<file path="config.mk">
export PLATFORM = sky130hd
export DESIGN_NAME = pic_top
export DESIGN_NICKNAME = d
export VERILOG_FILES = /design/src/verilog/pic_pkg.sv /design/src/verilog/pic_edge_detect.sv /design/src/verilog/pic_top.sv
export VERILOG_INCLUDE_DIRS = /design/src /design/src/verilog
export SDC_FILE = /design/constraint.sdc
export NUM_CORES = 1
export LEC_CHECK = 0
export BUFFER_PORTS_ARGS = -buffer_cell sky130_fd_sc_hd__buf_2
export CAP_MARGIN = 10
export CELL_PAD_IN_SITES_DETAIL_PLACEMENT = 0
export CELL_PAD_IN_SITES_GLOBAL_PLACEMENT = 1
export CORE_MARGIN = 8
export CORE_UTILIZATION = 38
export DETAILED_ROUTE_END_ITERATION = 6
export MAX_ROUTING_LAYER = met4
export PLACE_DENSITY_LB_ADDON = 0.08
export SYNTH_ARGS = -nofsm -noshare
export SYNTH_HDL_FRONTEND = slang
export SYNTH_HIERARCHICAL = 1
export SYNTH_SLANG_ARGS = --single-unit
</file>
<file path="constraint.sdc">
create_clock -name REF_CLK -period 4.03 [get_ports REF_CLK]
set_clock_uncertainty 0.15 [all_clocks]
set_input_delay 0.2015 -clock REF_CLK [delete_from_list [all_inputs] [get_ports REF_CLK]]
set_output_delay 0.2015 -clock REF_CLK [all_outputs]
set_load 0.03 [all_outputs]
</file>
<file path="src/verilog/pic_defs.svh">
// Purpose: constants for the pin interrupt controller
// Assumes: 8-bit register port, offsets as byte addresses
// Notes: definitions only
`ifndef PIC_DEFS_SVH
`define PIC_DEFS_SVH
`define PIC_OFF_PC_MASK 8'h10
`define PIC_OFF_PC_FLAG 8'h11
`define PIC_OFF_PC_CTRL 8'h12
`define PIC_OFF_EXT_MASK 8'h13
`define PIC_OFF_EXT_FLAG 8'h14
`define PIC_OFF_EXT_SENSE 8'h15
`define PIC_RST_REG 8'h00
`define PIC_PC_MASK_BITS 8'h0f
`define PIC_BIT0_MASK 8'h01
`define PIC_SENSE_MASK 8'h03
`define PIC_VEC_RESET 4'h0
`define PIC_VEC_EXT 4'h1
`define PIC_VEC_PC 4'h2
`define PIC_VEC_TCAP 4'h3
`define PIC_VEC_TOVF 4'h4
`define PIC_VEC_TCMPA 4'h5
`define PIC_VEC_TCMPB 4'h6
`define PIC_VEC_COMP 4'h7
`define PIC_VEC_WDOG 4'h8
`define PIC_VEC_SUPPLY 4'h9
`define PIC_VEC_ADC 4'ha
`endif

</file>
<file path="src/verilog/pic_pkg.sv">
// Purpose: types for the pin interrupt controller
// Assumes: nothing
// Notes: sense codes match the two-bit control field
package pic_pkg;
   typedef enum logic [1:0]
   {
      PIC_SENSE_LOW = 2'h0,
      PIC_SENSE_ANY = 2'h1,
      PIC_SENSE_FALL = 2'h2,
      PIC_SENSE_RISE = 2'h3
   } pic_sense_t;
   typedef struct packed
   {
      logic timer_capture;
      logic timer_overflow;
      logic timer_compare_a;
      logic timer_compare_b;
      logic comparator;
      logic watchdog;
      logic supply_monitor;
      logic adc_complete;
   } pic_periph_req_t;
   typedef enum logic [2:0]
   {
      PIC_ST_IDLE = 3'h1,
      PIC_ST_REQ = 3'h2,
      PIC_ST_ACK = 3'h4
   } pic_state_t;
endpackage : pic_pkg

</file>
<file path="src/verilog/pic_edge_detect.sv">
// Purpose: sample the external pin and detect the selected edge
// Assumes: pin already synchronous to the clock
// Notes: edge events only exist while the clock runs
`include "pic_defs.svh"
`timescale 1ns/1ps
`default_nettype none
module pic_edge_detect
(
   input wire logic clk,
   input wire logic rst,
   input wire logic pin,
   input wire pic_pkg::pic_sense_t sense,
   output logic edge_hit
);
   logic prev_q;
   logic prev_d;
   logic hit_d;
   logic hit_q;
   always_comb
   begin
      prev_d = pin;
      unique case (sense)
         pic_pkg::PIC_SENSE_LOW: hit_d = 1'b0;
         pic_pkg::PIC_SENSE_ANY: hit_d = pin ^ prev_q;
         pic_pkg::PIC_SENSE_FALL: hit_d = prev_q & ~pin;
         pic_pkg::PIC_SENSE_RISE: hit_d = ~prev_q & pin;
      endcase
   end
   always_ff @(posedge clk)
   begin
      if (rst)
      begin
         prev_q <= 1'b1;
         hit_q <= 1'b0;
      end
      else
      begin
         prev_q <= prev_d;
         hit_q <= hit_d;
      end
   end
   assign edge_hit = hit_q;
endmodule : pic_edge_detect
`default_nettype wire

</file>
<file path="src/verilog/pic_top.sv">
// Purpose: external pin and pin-change interrupt controller with vector select
// Assumes: pins synchronous to REF_CLK; core sends one-cycle entry ack
// Notes: asynchronous wake paths are combinational outputs
`include "pic_defs.svh"
`timescale 1ns/1ps
`default_nettype none
// Summary of operation
// - reset vector at address zero
// - external pin request vectors to one
// - pin-change request vectors to two
// - peripheral sources follow at three through ten
// - pins trigger even when driven as outputs
// - any masked pin-change input toggle requests
// - pin-change wake works without clock
// - low level requests while pin low
// - edges recognised only with clock running
// - low level wake is asynchronous
// - vanished level wakes without interrupt
// - external needs global and mask enable
// - pin sampled, pulses over one clock caught
// - sense field codes low, any, fall, rise
// - triggering edge sets external flag
// - flags clear on entry or written one
// - flag reads zero in low-level mode
// - pin-change needs group and global enable
// - pin change sets flag bit zero
// - mask bits select contributing pins
// - reserved bits read zero
module pic_top
(
   input wire logic REF_CLK,
   input wire logic RST,
   input wire logic [7:0] ADDR,
   input wire logic [7:0] WDATA,
   input wire logic WR,
   input wire logic RD,
   output logic [7:0] RDATA,
   input wire logic EXT_IRQ_PIN,
   input wire logic [3:0] PIN_CHANGE_INPUTS,
   input wire logic GLOBAL_IRQ_ENABLE,
   input wire pic_pkg::pic_periph_req_t PERIPH_REQ,
   input wire logic IRQ_ACK,
   output logic IRQ_REQ,
   output logic [3:0] IRQ_VECTOR,
   output logic [3:0] RESET_VECTOR,
   output logic WAKE
);
   logic [3:0] pc_mask_q;
   logic [3:0] pc_mask_d;
   logic pc_flag_q;
   logic pc_flag_d;
   logic pc_en_q;
   logic pc_en_d;
   logic ext_mask_q;
   logic ext_mask_d;
   logic ext_flag_q;
   logic ext_flag_d;
   logic [1:0] sense_q;
   logic [1:0] sense_d;
   logic [7:0] rdata_q;
   logic [7:0] rdata_d;
   logic [3:0] pc_prev_q;
   logic [3:0] pc_prev_d;
   logic [3:0] vec_q;
   logic [3:0] vec_d;
   pic_pkg::pic_state_t state_q;
   pic_pkg::pic_state_t state_d;
   logic edge_hit;
   logic level_low;
   logic pc_change;
   logic ext_pend;
   logic pc_pend;
   logic any_pend;
   logic [3:0] pick;
   pic_pkg::pic_sense_t sense_e;

   function automatic logic hit(input logic [7:0] a, input logic [7:0] off);
      hit = (a == off);
   endfunction : hit

   // reserved and unmapped bits read zero, so software can mask nothing
   function automatic logic [7:0] rd_byte
   (
      input logic [7:0] a,
      input logic [3:0] msk,
      input logic pcf,
      input logic pce,
      input logic exm,
      input logic exf,
      input logic [1:0] sns
   );
      case (a)
         `PIC_OFF_PC_MASK: rd_byte = {4'h0, msk} & `PIC_PC_MASK_BITS;
         `PIC_OFF_PC_FLAG: rd_byte = {7'h00, pcf} & `PIC_BIT0_MASK;
         `PIC_OFF_PC_CTRL: rd_byte = {7'h00, pce} & `PIC_BIT0_MASK;
         `PIC_OFF_EXT_MASK: rd_byte = {7'h00, exm} & `PIC_BIT0_MASK;
         `PIC_OFF_EXT_FLAG: rd_byte = {7'h00, exf} & `PIC_BIT0_MASK;
         `PIC_OFF_EXT_SENSE: rd_byte = {6'h00, sns} & `PIC_SENSE_MASK;
         default: rd_byte = `PIC_RST_REG;
      endcase
   endfunction : rd_byte

   assign sense_e = pic_pkg::pic_sense_t'(sense_q);

   // pins are observed at the input buffer, independent of direction
   pic_edge_detect u_edge
   (
      .clk(REF_CLK),
      .rst(RST),
      .pin(EXT_IRQ_PIN),
      .sense(sense_e),
      .edge_hit(edge_hit)
   );

   assign level_low = (sense_e == pic_pkg::PIC_SENSE_LOW) & ~EXT_IRQ_PIN;
   // change compare is combinational so a stopped clock still sees toggles
   assign pc_change = |((PIN_CHANGE_INPUTS ^ pc_prev_q) & pc_mask_q);
   assign ext_pend = ext_mask_q & (ext_flag_q | level_low) & GLOBAL_IRQ_ENABLE;
   assign pc_pend = pc_en_q & pc_flag_q & GLOBAL_IRQ_ENABLE;

   // level vanishing before wake completes simply leaves no pending request
   assign WAKE = (ext_mask_q & level_low) | (pc_en_q & pc_change);

   always_comb
   begin
      pick = `PIC_VEC_RESET;
      any_pend = 1'b1;
      // fixed priority, lowest vector first
      if (ext_pend)
         pick = `PIC_VEC_EXT;
      else if (pc_pend)
         pick = `PIC_VEC_PC;
      else if (PERIPH_REQ.timer_capture)
         pick = `PIC_VEC_TCAP;
      else if (PERIPH_REQ.timer_overflow)
         pick = `PIC_VEC_TOVF;
      else if (PERIPH_REQ.timer_compare_a)
         pick = `PIC_VEC_TCMPA;
      else if (PERIPH_REQ.timer_compare_b)
         pick = `PIC_VEC_TCMPB;
      else if (PERIPH_REQ.comparator)
         pick = `PIC_VEC_COMP;
      else if (PERIPH_REQ.watchdog)
         pick = `PIC_VEC_WDOG;
      else if (PERIPH_REQ.supply_monitor)
         pick = `PIC_VEC_SUPPLY;
      else if (PERIPH_REQ.adc_complete)
         pick = `PIC_VEC_ADC;
      else
         any_pend = 1'b0;
   end

   always_comb
   begin
      state_d = state_q;
      vec_d = vec_q;
      unique case (state_q)
         pic_pkg::PIC_ST_IDLE:
         begin
            if (any_pend)
            begin
               state_d = pic_pkg::PIC_ST_REQ;
               vec_d = pick;
            end
         end
         pic_pkg::PIC_ST_REQ:
         begin
            if (IRQ_ACK)
               state_d = pic_pkg::PIC_ST_ACK;
            else if (!any_pend)
               state_d = pic_pkg::PIC_ST_IDLE;
            else
               vec_d = pick;
         end
         pic_pkg::PIC_ST_ACK:
            state_d = pic_pkg::PIC_ST_IDLE;
         default:
            state_d = pic_pkg::PIC_ST_IDLE;
      endcase
   end

   // configuration registers; unmapped writes fall through untouched
   always_comb
   begin
      pc_mask_d = pc_mask_q;
      pc_en_d = pc_en_q;
      ext_mask_d = ext_mask_q;
      sense_d = sense_q;
      if (WR)
      begin
         if (hit(ADDR, `PIC_OFF_PC_MASK))
            pc_mask_d = WDATA[3:0];
         if (hit(ADDR, `PIC_OFF_PC_CTRL))
            pc_en_d = WDATA[0];
         if (hit(ADDR, `PIC_OFF_EXT_MASK))
            ext_mask_d = WDATA[0];
         if (hit(ADDR, `PIC_OFF_EXT_SENSE))
            sense_d = WDATA[1:0];
      end
   end

   always_ff @(posedge REF_CLK)
   begin
      if (RST)
      begin
         pc_mask_q <= 4'h0;
         pc_en_q <= 1'b0;
         ext_mask_q <= 1'b0;
         sense_q <= 2'h0;
      end
      else
      begin
         pc_mask_q <= pc_mask_d;
         pc_en_q <= pc_en_d;
         ext_mask_q <= ext_mask_d;
         sense_q <= sense_d;
      end
   end

   // flags and the pin-change history
   always_comb
   begin
      pc_flag_d = pc_flag_q;
      ext_flag_d = ext_flag_q;
      pc_prev_d = PIN_CHANGE_INPUTS;
      if (WR && hit(ADDR, `PIC_OFF_PC_FLAG) && WDATA[0])
         pc_flag_d = 1'b0;
      if (WR && hit(ADDR, `PIC_OFF_EXT_FLAG) && WDATA[0])
         ext_flag_d = 1'b0;
      if (state_q == pic_pkg::PIC_ST_REQ && IRQ_ACK)
      begin
         if (vec_q == `PIC_VEC_EXT)
            ext_flag_d = 1'b0;
         if (vec_q == `PIC_VEC_PC)
            pc_flag_d = 1'b0;
      end
      // set after clear so a coincident event is kept
      if (pc_change)
         pc_flag_d = 1'b1;
      if (edge_hit)
         ext_flag_d = 1'b1;
      if (sense_e == pic_pkg::PIC_SENSE_LOW)
         ext_flag_d = 1'b0;
   end

   always_ff @(posedge REF_CLK)
   begin
      if (RST)
      begin
         pc_flag_q <= 1'b0;
         ext_flag_q <= 1'b0;
         pc_prev_q <= 4'h0;
      end
      else
      begin
         pc_flag_q <= pc_flag_d;
         ext_flag_q <= ext_flag_d;
         pc_prev_q <= pc_prev_d;
      end
   end

   // read data stands for one cycle only, zero otherwise
   always_comb
   begin
      rdata_d = `PIC_RST_REG;
      if (RD)
         rdata_d = rd_byte(ADDR, pc_mask_q, pc_flag_q, pc_en_q, ext_mask_q, ext_flag_q,
            sense_q);
   end

   always_ff @(posedge REF_CLK)
   begin
      if (RST)
      begin
         rdata_q <= `PIC_RST_REG;
      end
      else
      begin
         rdata_q <= rdata_d;
      end
   end

   // request state and the vector it presents
   always_ff @(posedge REF_CLK)
   begin
      if (RST)
      begin
         vec_q <= `PIC_VEC_RESET;
         state_q <= pic_pkg::PIC_ST_IDLE;
      end
      else
      begin
         vec_q <= vec_d;
         state_q <= state_d;
      end
   end

   assign RDATA = rdata_q;
   assign IRQ_REQ = (state_q == pic_pkg::PIC_ST_REQ);
   assign IRQ_VECTOR = vec_q;
   assign RESET_VECTOR = `PIC_VEC_RESET;
endmodule : pic_top
`default_nettype wire
</file>
==> Word level (Yosys, flattened, before mapping) <==
Cells that the tools add are included.
{ "totals": {"latch_bits": 0, "regBits": 31, "memories": 0, "ramBits": 0, "rom_bits": 0} }
{ "op_classes": {"n_mul": 0, "mux": 37, "n_lt_le_gt_ge": 0, "n_eq_ne": 16, "bitwise_logic": 17, "n_addsub": 0, "n_reduce_logical": 16, "shifts": 0, "div": 0} }
{ "ops": {"columns": ["cell", "n"], "rows": [
  ["$eq A8 B5 Y1 const B", 6],
  ["$mux W4", 12],
  ["$pmux W4 S6", 1],
  ["$mux W1", 18],
  ["$reduce_and A2 Y1", 6],
  ["$and A1 B1 Y1", 9],
  ["$mux W3", 3],
  ["$pmux W4 S2", 1],
  ["$pmux W3 S2", 1],
  ["$logic_and A1 B1 Y1", 5],
  ["$and A4 B4 Y4", 1],
  ["$eq A2 B2 Y1 const B", 2],
  ["$eq A4 B1 Y1 const B", 1],
  ["$eq A4 B2 Y1 const B", 1],
  ["$ne A2 B2 Y1 const B", 2],
  ["$pmux W1 S4", 1],
  ["$reduce_or A2 Y1", 2],
  ["$reduce_or A4 Y1", 1],
  ["$xor A4 B4 Y4", 1],
  ["$eq A3 B1 Y1 const B", 1],
  ["$eq A3 B2 Y1 const B", 1],
  ["$ne A3 B3 Y1 const B", 1],
  ["$not A1 Y1", 3],
  ["$eq A2 B1 Y1 const B", 1],
  ["other kinds (4)", 5]
]} }

==> Logic depth before layout (Yosys ltp) <==
{ "depth": {"depth_word": 13, "ltp_mapped": 5} }

==> By module <==
Netlist, hierarchy kept.
{ "modules_own_cells": {"columns": ["mod", "instances", "area_per_inst_um2", "cells_per_inst", "seq_area_each_um2"], "rows": [
  ["pic_top", 1, 1293.7, 149, 500.5],
  ["pic_edge_detect", 1, 122.6, 12, 40.0]
]} }

==> Worst setup path after synthesis <==
OpenSTA, ideal clock, no wires.
{ "synth_path": {"path_kind": "input port to flip-flop", "startpoint": "in ADDR[5]", "endpoint": "reg ext_mask_q", "path_slack_ns": 2.288, "path_buffers": 0, "stages": 5, "setup_ns": 0.128, "arrival_time_ns": 1.464, "path_cell_list": "or3b_4 > or3_4 > nor4b_4 > mux2i_1 > nor2_1"} }
{ "synth_between": {"elab_chain_cells": 2} }
{ "synth_lines": {"columns": ["element", "line_no", "text"], "rows": [
  ["start, declared", "pic_top.sv:33", "input wire logic [7:0] ADDR,"],
  ["$eq A8 B5 Y1", "pic_top.sv:78", "hit = (a == off);"],
  ["$reduce_and A2 Y1 (no line)", null, null],
  ["end signal, assigned", "pic_top.sv:215", "ext_mask_q <= ext_mask_d;"],
  ["end, declared", "pic_top.sv:54", "logic ext_mask_q;"]
]} }
No other way between the ends.
A chain may end at the register's enable or synchronous reset.

==> Worst setup path in the final report <==
{ "layout_path": {"startpoint": "reg sense_q[1] (netlist: sense_e[1])", "endpoint": "reg vec_q[1] (netlist: IRQ_VECTOR[1])"} }
{ "layout_between": {"elab_chain_cells": 9, "word_cells_on_any_way": 10} }
{ "layout_lines": {"columns": ["element", "line_no", "text"], "rows": [
  ["start, declared", "pic_top.sv:58", "logic [1:0] sense_q;"],
  ["start signal, assigned", "pic_top.sv:216", "sense_q <= sense_d;"],
  ["$logic_not A2 Y1 *", "pic_top.sv:115", "assign level_low = (sense_e == pic_pkg::PIC_SENSE_LOW) & ~EXT_IRQ_PIN;"],
  ["$and A1 B1 Y1 *", "pic_top.sv:115", null],
  ["$or A1 B1 Y1 *", "pic_top.sv:118", "assign ext_pend = ext_mask_q & (ext_flag_q | level_low) & GLOBAL_IRQ_ENABLE;"],
  ["$and A1 B1 Y1 * (2 in a row)", "pic_top.sv:118", null],
  ["$mux W4 / $mux W1 (equally long branches)", "pic_top.sv:129", "if (ext_pend)"],
  ["$mux W4 *", "pic_top.sv:160, pic_top.sv:170", null],
  ["$mux W4", "pic_top.sv:168", "if (IRQ_ACK)"],
  ["$pmux W4 S2 *", "pic_top.sv:157", "unique case (state_q)"],
  ["end signal, assigned", "pic_top.sv:288", "vec_q <= `PIC_VEC_RESET;"],
  ["end signal, assigned", "pic_top.sv:293", "vec_q <= vec_d;"],
  ["end, declared", "pic_top.sv:64", "logic [3:0] vec_q;"]
]} }
Every way passes the cells marked *; elsewhere a longest branch is shown, timed or not. The select of a mux whose other input is x is not followed.

==> reports/qor_table.md <==
| Metric | Value | Unit |
| --- | --- | --- |
| Run status | completed | - |
| Relative slew slack | 65.5 | % |
| Largest net degree at the start of global routing | 26 | - |
| Total inserted antenna cells | 0 | - |
| Count of nets left with antenna violations after detail routing | 0 | - |
| Chip Width | 77.1 | um |
| Endpoint type of the worst setup path | register | - |
| Peak Freq | 0.554 | GHz |
| Vias in the first global route | 1278 | - |
| Layout Nets | 238 | - |
| Setup CP Type | register to register | - |
| Clock period minus final worst setup slack | 1810 | ps |
| Crit. Startpoint | sense_e[1]$_SDFFE_PP0P_ | - |
| Detailed-placement wirelength estimate | 2.55 | mm |
| Final Hold Vio Count | 0 | - |
| Placement row count | 22 | - |
| Data required time at the worst endpoint | 4080 | ps |
| Final RePlAce weighted congestion | 0.756 | - |
| Die Footprint | 5940 | um2 |
| Height of the die | 77.1 | um |
| Final routed DRC violation total | 0 | - |
| Number of pins exceeding their max-slew limit in the final report | 0 | - |
| Number of port buffers | 40 | - |
| Total non-filler cell area in the finished layout | 1680 | um2 |
| Predominant post-synthesis flop cell | sky130_fd_sc_hd__dfxtp_1 | - |
| Count of mapped cells out of synthesis | 161 | - |
| Total number of vias | 1222 | - |
| Overall routing resource usage | 11.0 | % |
| Synth Area per Inst | 8.80 | um2 |
| Post-synthesis register bit count | 27 | - |
| Maximum buffer depth of the clock tree | 2 | - |
| Wire length per cell | 12.9 | um |
| Count of max-cap constraint violations | 0 | - |
| Yosys warning count | 6 | - |
| Total congestion overflow | 0 | - |
| Post-DR vias/cell | 4.93 | - |
| Beginning of the worst hold path | PIN_CHANGE_INPUTS[2] | - |
| Initial standard-cell utilization of the core | 39.0 | % |
| Peak supply drop | 0.000148 | V |
| Final Cycle Share | 44.8 | % |
| Share of async-settable or async-resettable flops after synthesis | 0 | % |
| Clock sink count | 27 | - |
| Crit path launch type | register | - |
| Wire length of the first global-routing pass | 5.45 | mm |
| Post-CTS Setup Inserts | 0 | - |
| Library cell occupying the most area in the post-synthesis netlist | sky130_fd_sc_hd__dfxtp_1 | - |
| Power per standard cell area | 330 | nW/um2 |
| Iteration count of the initial detailed-routing pass | 4 | - |
| Post-route worst hold slack | 11.4 | ps |
| Clock root cell | sky130_fd_sc_hd__clkbuf_8 | - |
| Sequential cell area fraction in the yosys report | 38.2 | % |
| Total of hold buffers inserted after clock tree synthesis | 0 | - |
| Critical-path maximum fanout | 7 | - |
| Layout cells sized above 1 | 26.5 | % |
| Post-Synthesis Cell Area | 1420 | um2 |
| Clk pin slew, worst setup/hold paths | 100 | ps |
| Drt total wl | 3.19 | mm |
| Slew at the pin with the worst max-slew slack | 512 | ps |
| DR iter-0 viols | 70 | - |
| Post-synth EDFFs | 0 | - |
| Clock tree from TritonCTS | yes | - |
| Synth top area share | 38.2 | % |
| H-Tree Level Count | 1 | - |
| Number of antenna violations at the first check in global routing | 0 | - |
| Worst R2R Start | sense_e[1]$_SDFFE_PP0P_ | - |
| Leakage component of the power | 0.000742 | uW |
| Number of distinct library cells after synthesis | 43 | - |
| Placed Instance Area | 1630 | um2 |
| Hold crit path type | input pin to register | - |
| Arrival time worst endpoint | 1860 | ps |
| Post-route setup TNS | 0 | ps |
| Main area contributors after synthesis | sky130_fd_sc_hd__dfxtp_1, sky130_fd_sc_hd__nor2_1, sky130_fd_sc_hd__mux2i_1 | - |
| Layout area overhead | 18.3 | % |
| Cts bufs inserted | 3 | - |
| Unrepaired setup endpoints after global routing | no | - |
| Post-cts resize count | 0 | - |
| Core box area | 3630 | um2 |
| Number of top-level pins | 53 | - |
| Number of failing setup endpoints in the final timing report | 0 | - |
| Later-pin clock latency in the skew report | 270 | ps |
-- worst paths after layout --
path,to,cells after the start,slack (ps)
max,IRQ_VECTOR[1]$_SDFFE_PP0P_,5,2220
min,pc_prev_q[2]$_SDFF_PP0_,2,10
max reg2reg,IRQ_VECTOR[1]$_SDFFE_PP0P_,5,2220
min reg2reg,pc_mask_q[2]$_SDFFE_PP0P_,2,330
-- metal layers --
metal | track usage [%] | up-vias | routed length [um]
met3 | 2.45 | 2 | 152
met2 | 17.2 | 33 | 1420
met1 | 13.2 | 553 | 1590
met4 | 4.53 | 0 | 34
li1 | - | 634 | -
met5 | - | - | 0
-- area by class of cell --
class,instances,area (um2)
Fill cell,395,1960
Multi-Input combinational cell,125,811
Sequential cell,27,541
Timing Repair Buffer,40,200
Tap cell,48,60.1
Clock buffer,3,41.3
Inverter,4,15.0
Clock inverter,1,7.51
-- cells in the mapped netlist, types with 2 or more instances --
cell type / count
sky130_fd_sc_hd__mux2i_1: 6
sky130_fd_sc_hd__nor3_1: 9
sky130_fd_sc_hd__clkbuf_1: 3
sky130_fd_sc_hd__buf_4: 8
sky130_fd_sc_hd__dfxtp_1: 27
sky130_fd_sc_hd__nor2b_1: 8
sky130_fd_sc_hd__nor2_1: 20
sky130_fd_sc_hd__ha_1: 2
sky130_fd_sc_hd__nand2_1: 12
sky130_fd_sc_hd__inv_1: 4
sky130_fd_sc_hd__nand3_1: 7
sky130_fd_sc_hd__nand4bb_1: 2
sky130_fd_sc_hd__a31oi_1: 3
sky130_fd_sc_hd__xor2_1: 4
sky130_fd_sc_hd__or3b_1: 3
sky130_fd_sc_hd__or3_1: 2
sky130_fd_sc_hd__a21oi_1: 9
sky130_fd_sc_hd__a22oi_1: 2
sky130_fd_sc_hd__nand2b_1: 4
sky130_fd_sc_hd__nand4b_1: 2
sky130_fd_sc_hd__and3_1: 2
-- placed cells by master (no fill, tap or decap), types with 6 or more instances in the layout --
cell type                 netlist  routed
sky130_fd_sc_hd__nor3_1         9       9
sky130_fd_sc_hd__buf_2          1      40
sky130_fd_sc_hd__mux2i_1        6       6
sky130_fd_sc_hd__a21oi_1        9       9
sky130_fd_sc_hd__dfxtp_1       27      27
sky130_fd_sc_hd__nor2_1        20      20
sky130_fd_sc_hd__nand2_1       12      12
sky130_fd_sc_hd__nor2b_1        8       8
sky130_fd_sc_hd__nand3_1        7       7
sky130_fd_sc_hd__conb_1         1       8
-- registers in the layout, summed over array words and instances, names as in the netlist --
| register | count |
|---|---|
| IRQ_VECTOR | 4 |
| RDATA | 4 |
| pc_mask_q | 4 |
| pc_prev_q | 4 |
| state_q | 3 |
| sense_e | 2 |
| ext_flag_q | 1 |
| ext_mask_q | 1 |
| pc_en_q | 1 |
| pc_flag_q | 1 |
| u_edge/edge_hit | 1 |
| u_edge/prev_q | 1 |
-- report_power, final --
group	leakage, uW	switching [uW]	internal [uW]
logic	0.000500	66.8	40.7
clock network	0.0000217	87.2	70.1
registers	0.000220	8.87	279
total	0.000742	163	390
-- cells by family after synthesis --
| family | after synthesis | share of synthesized area (%) |
|---|---|---|
| AO/OA/AOI/OAI | 25 | 12.1 |
| XOR/XNOR | 4 | 2.47 |
| adder cells (fa/ha/maj) | 2 | 1.77 |
| buffers and inverters | 16 | 6.45 |
| flip-flops | 27 | 38.2 |
| multiplexers | 7 | 5.83 |
| other | 1 | 0.265 |
| AND/OR/NAND/NOR | 79 | 32.9 |
-- worst max-delay path, stage by stage, from the launching register on --
cell,delay (ps)
sky130_fd_sc_hd__dfxtp_1,390
sky130_fd_sc_hd__nor3_1,260
sky130_fd_sc_hd__o211a_1,280
sky130_fd_sc_hd__o21ai_1,160
sky130_fd_sc_hd__or3_1,360
sky130_fd_sc_hd__a21oi_1,130
-- metrics by stage --
step / cells / power [uW] / setup slack (ps) / util, %
final: 248 / 552 / 2220 / 46.1
after global placement: 244 / 399 / 2120 / 44.8
after floorplan: 168 / 371 / 2290 / -
after global routing: 248 / 584 / 2070 / 46.1
after detailed placement: 244 / 402 / 2110 / 44.8
after CTS: 248 / 562 / 2210 / 46.1
(Power assumes the default switching activity.)
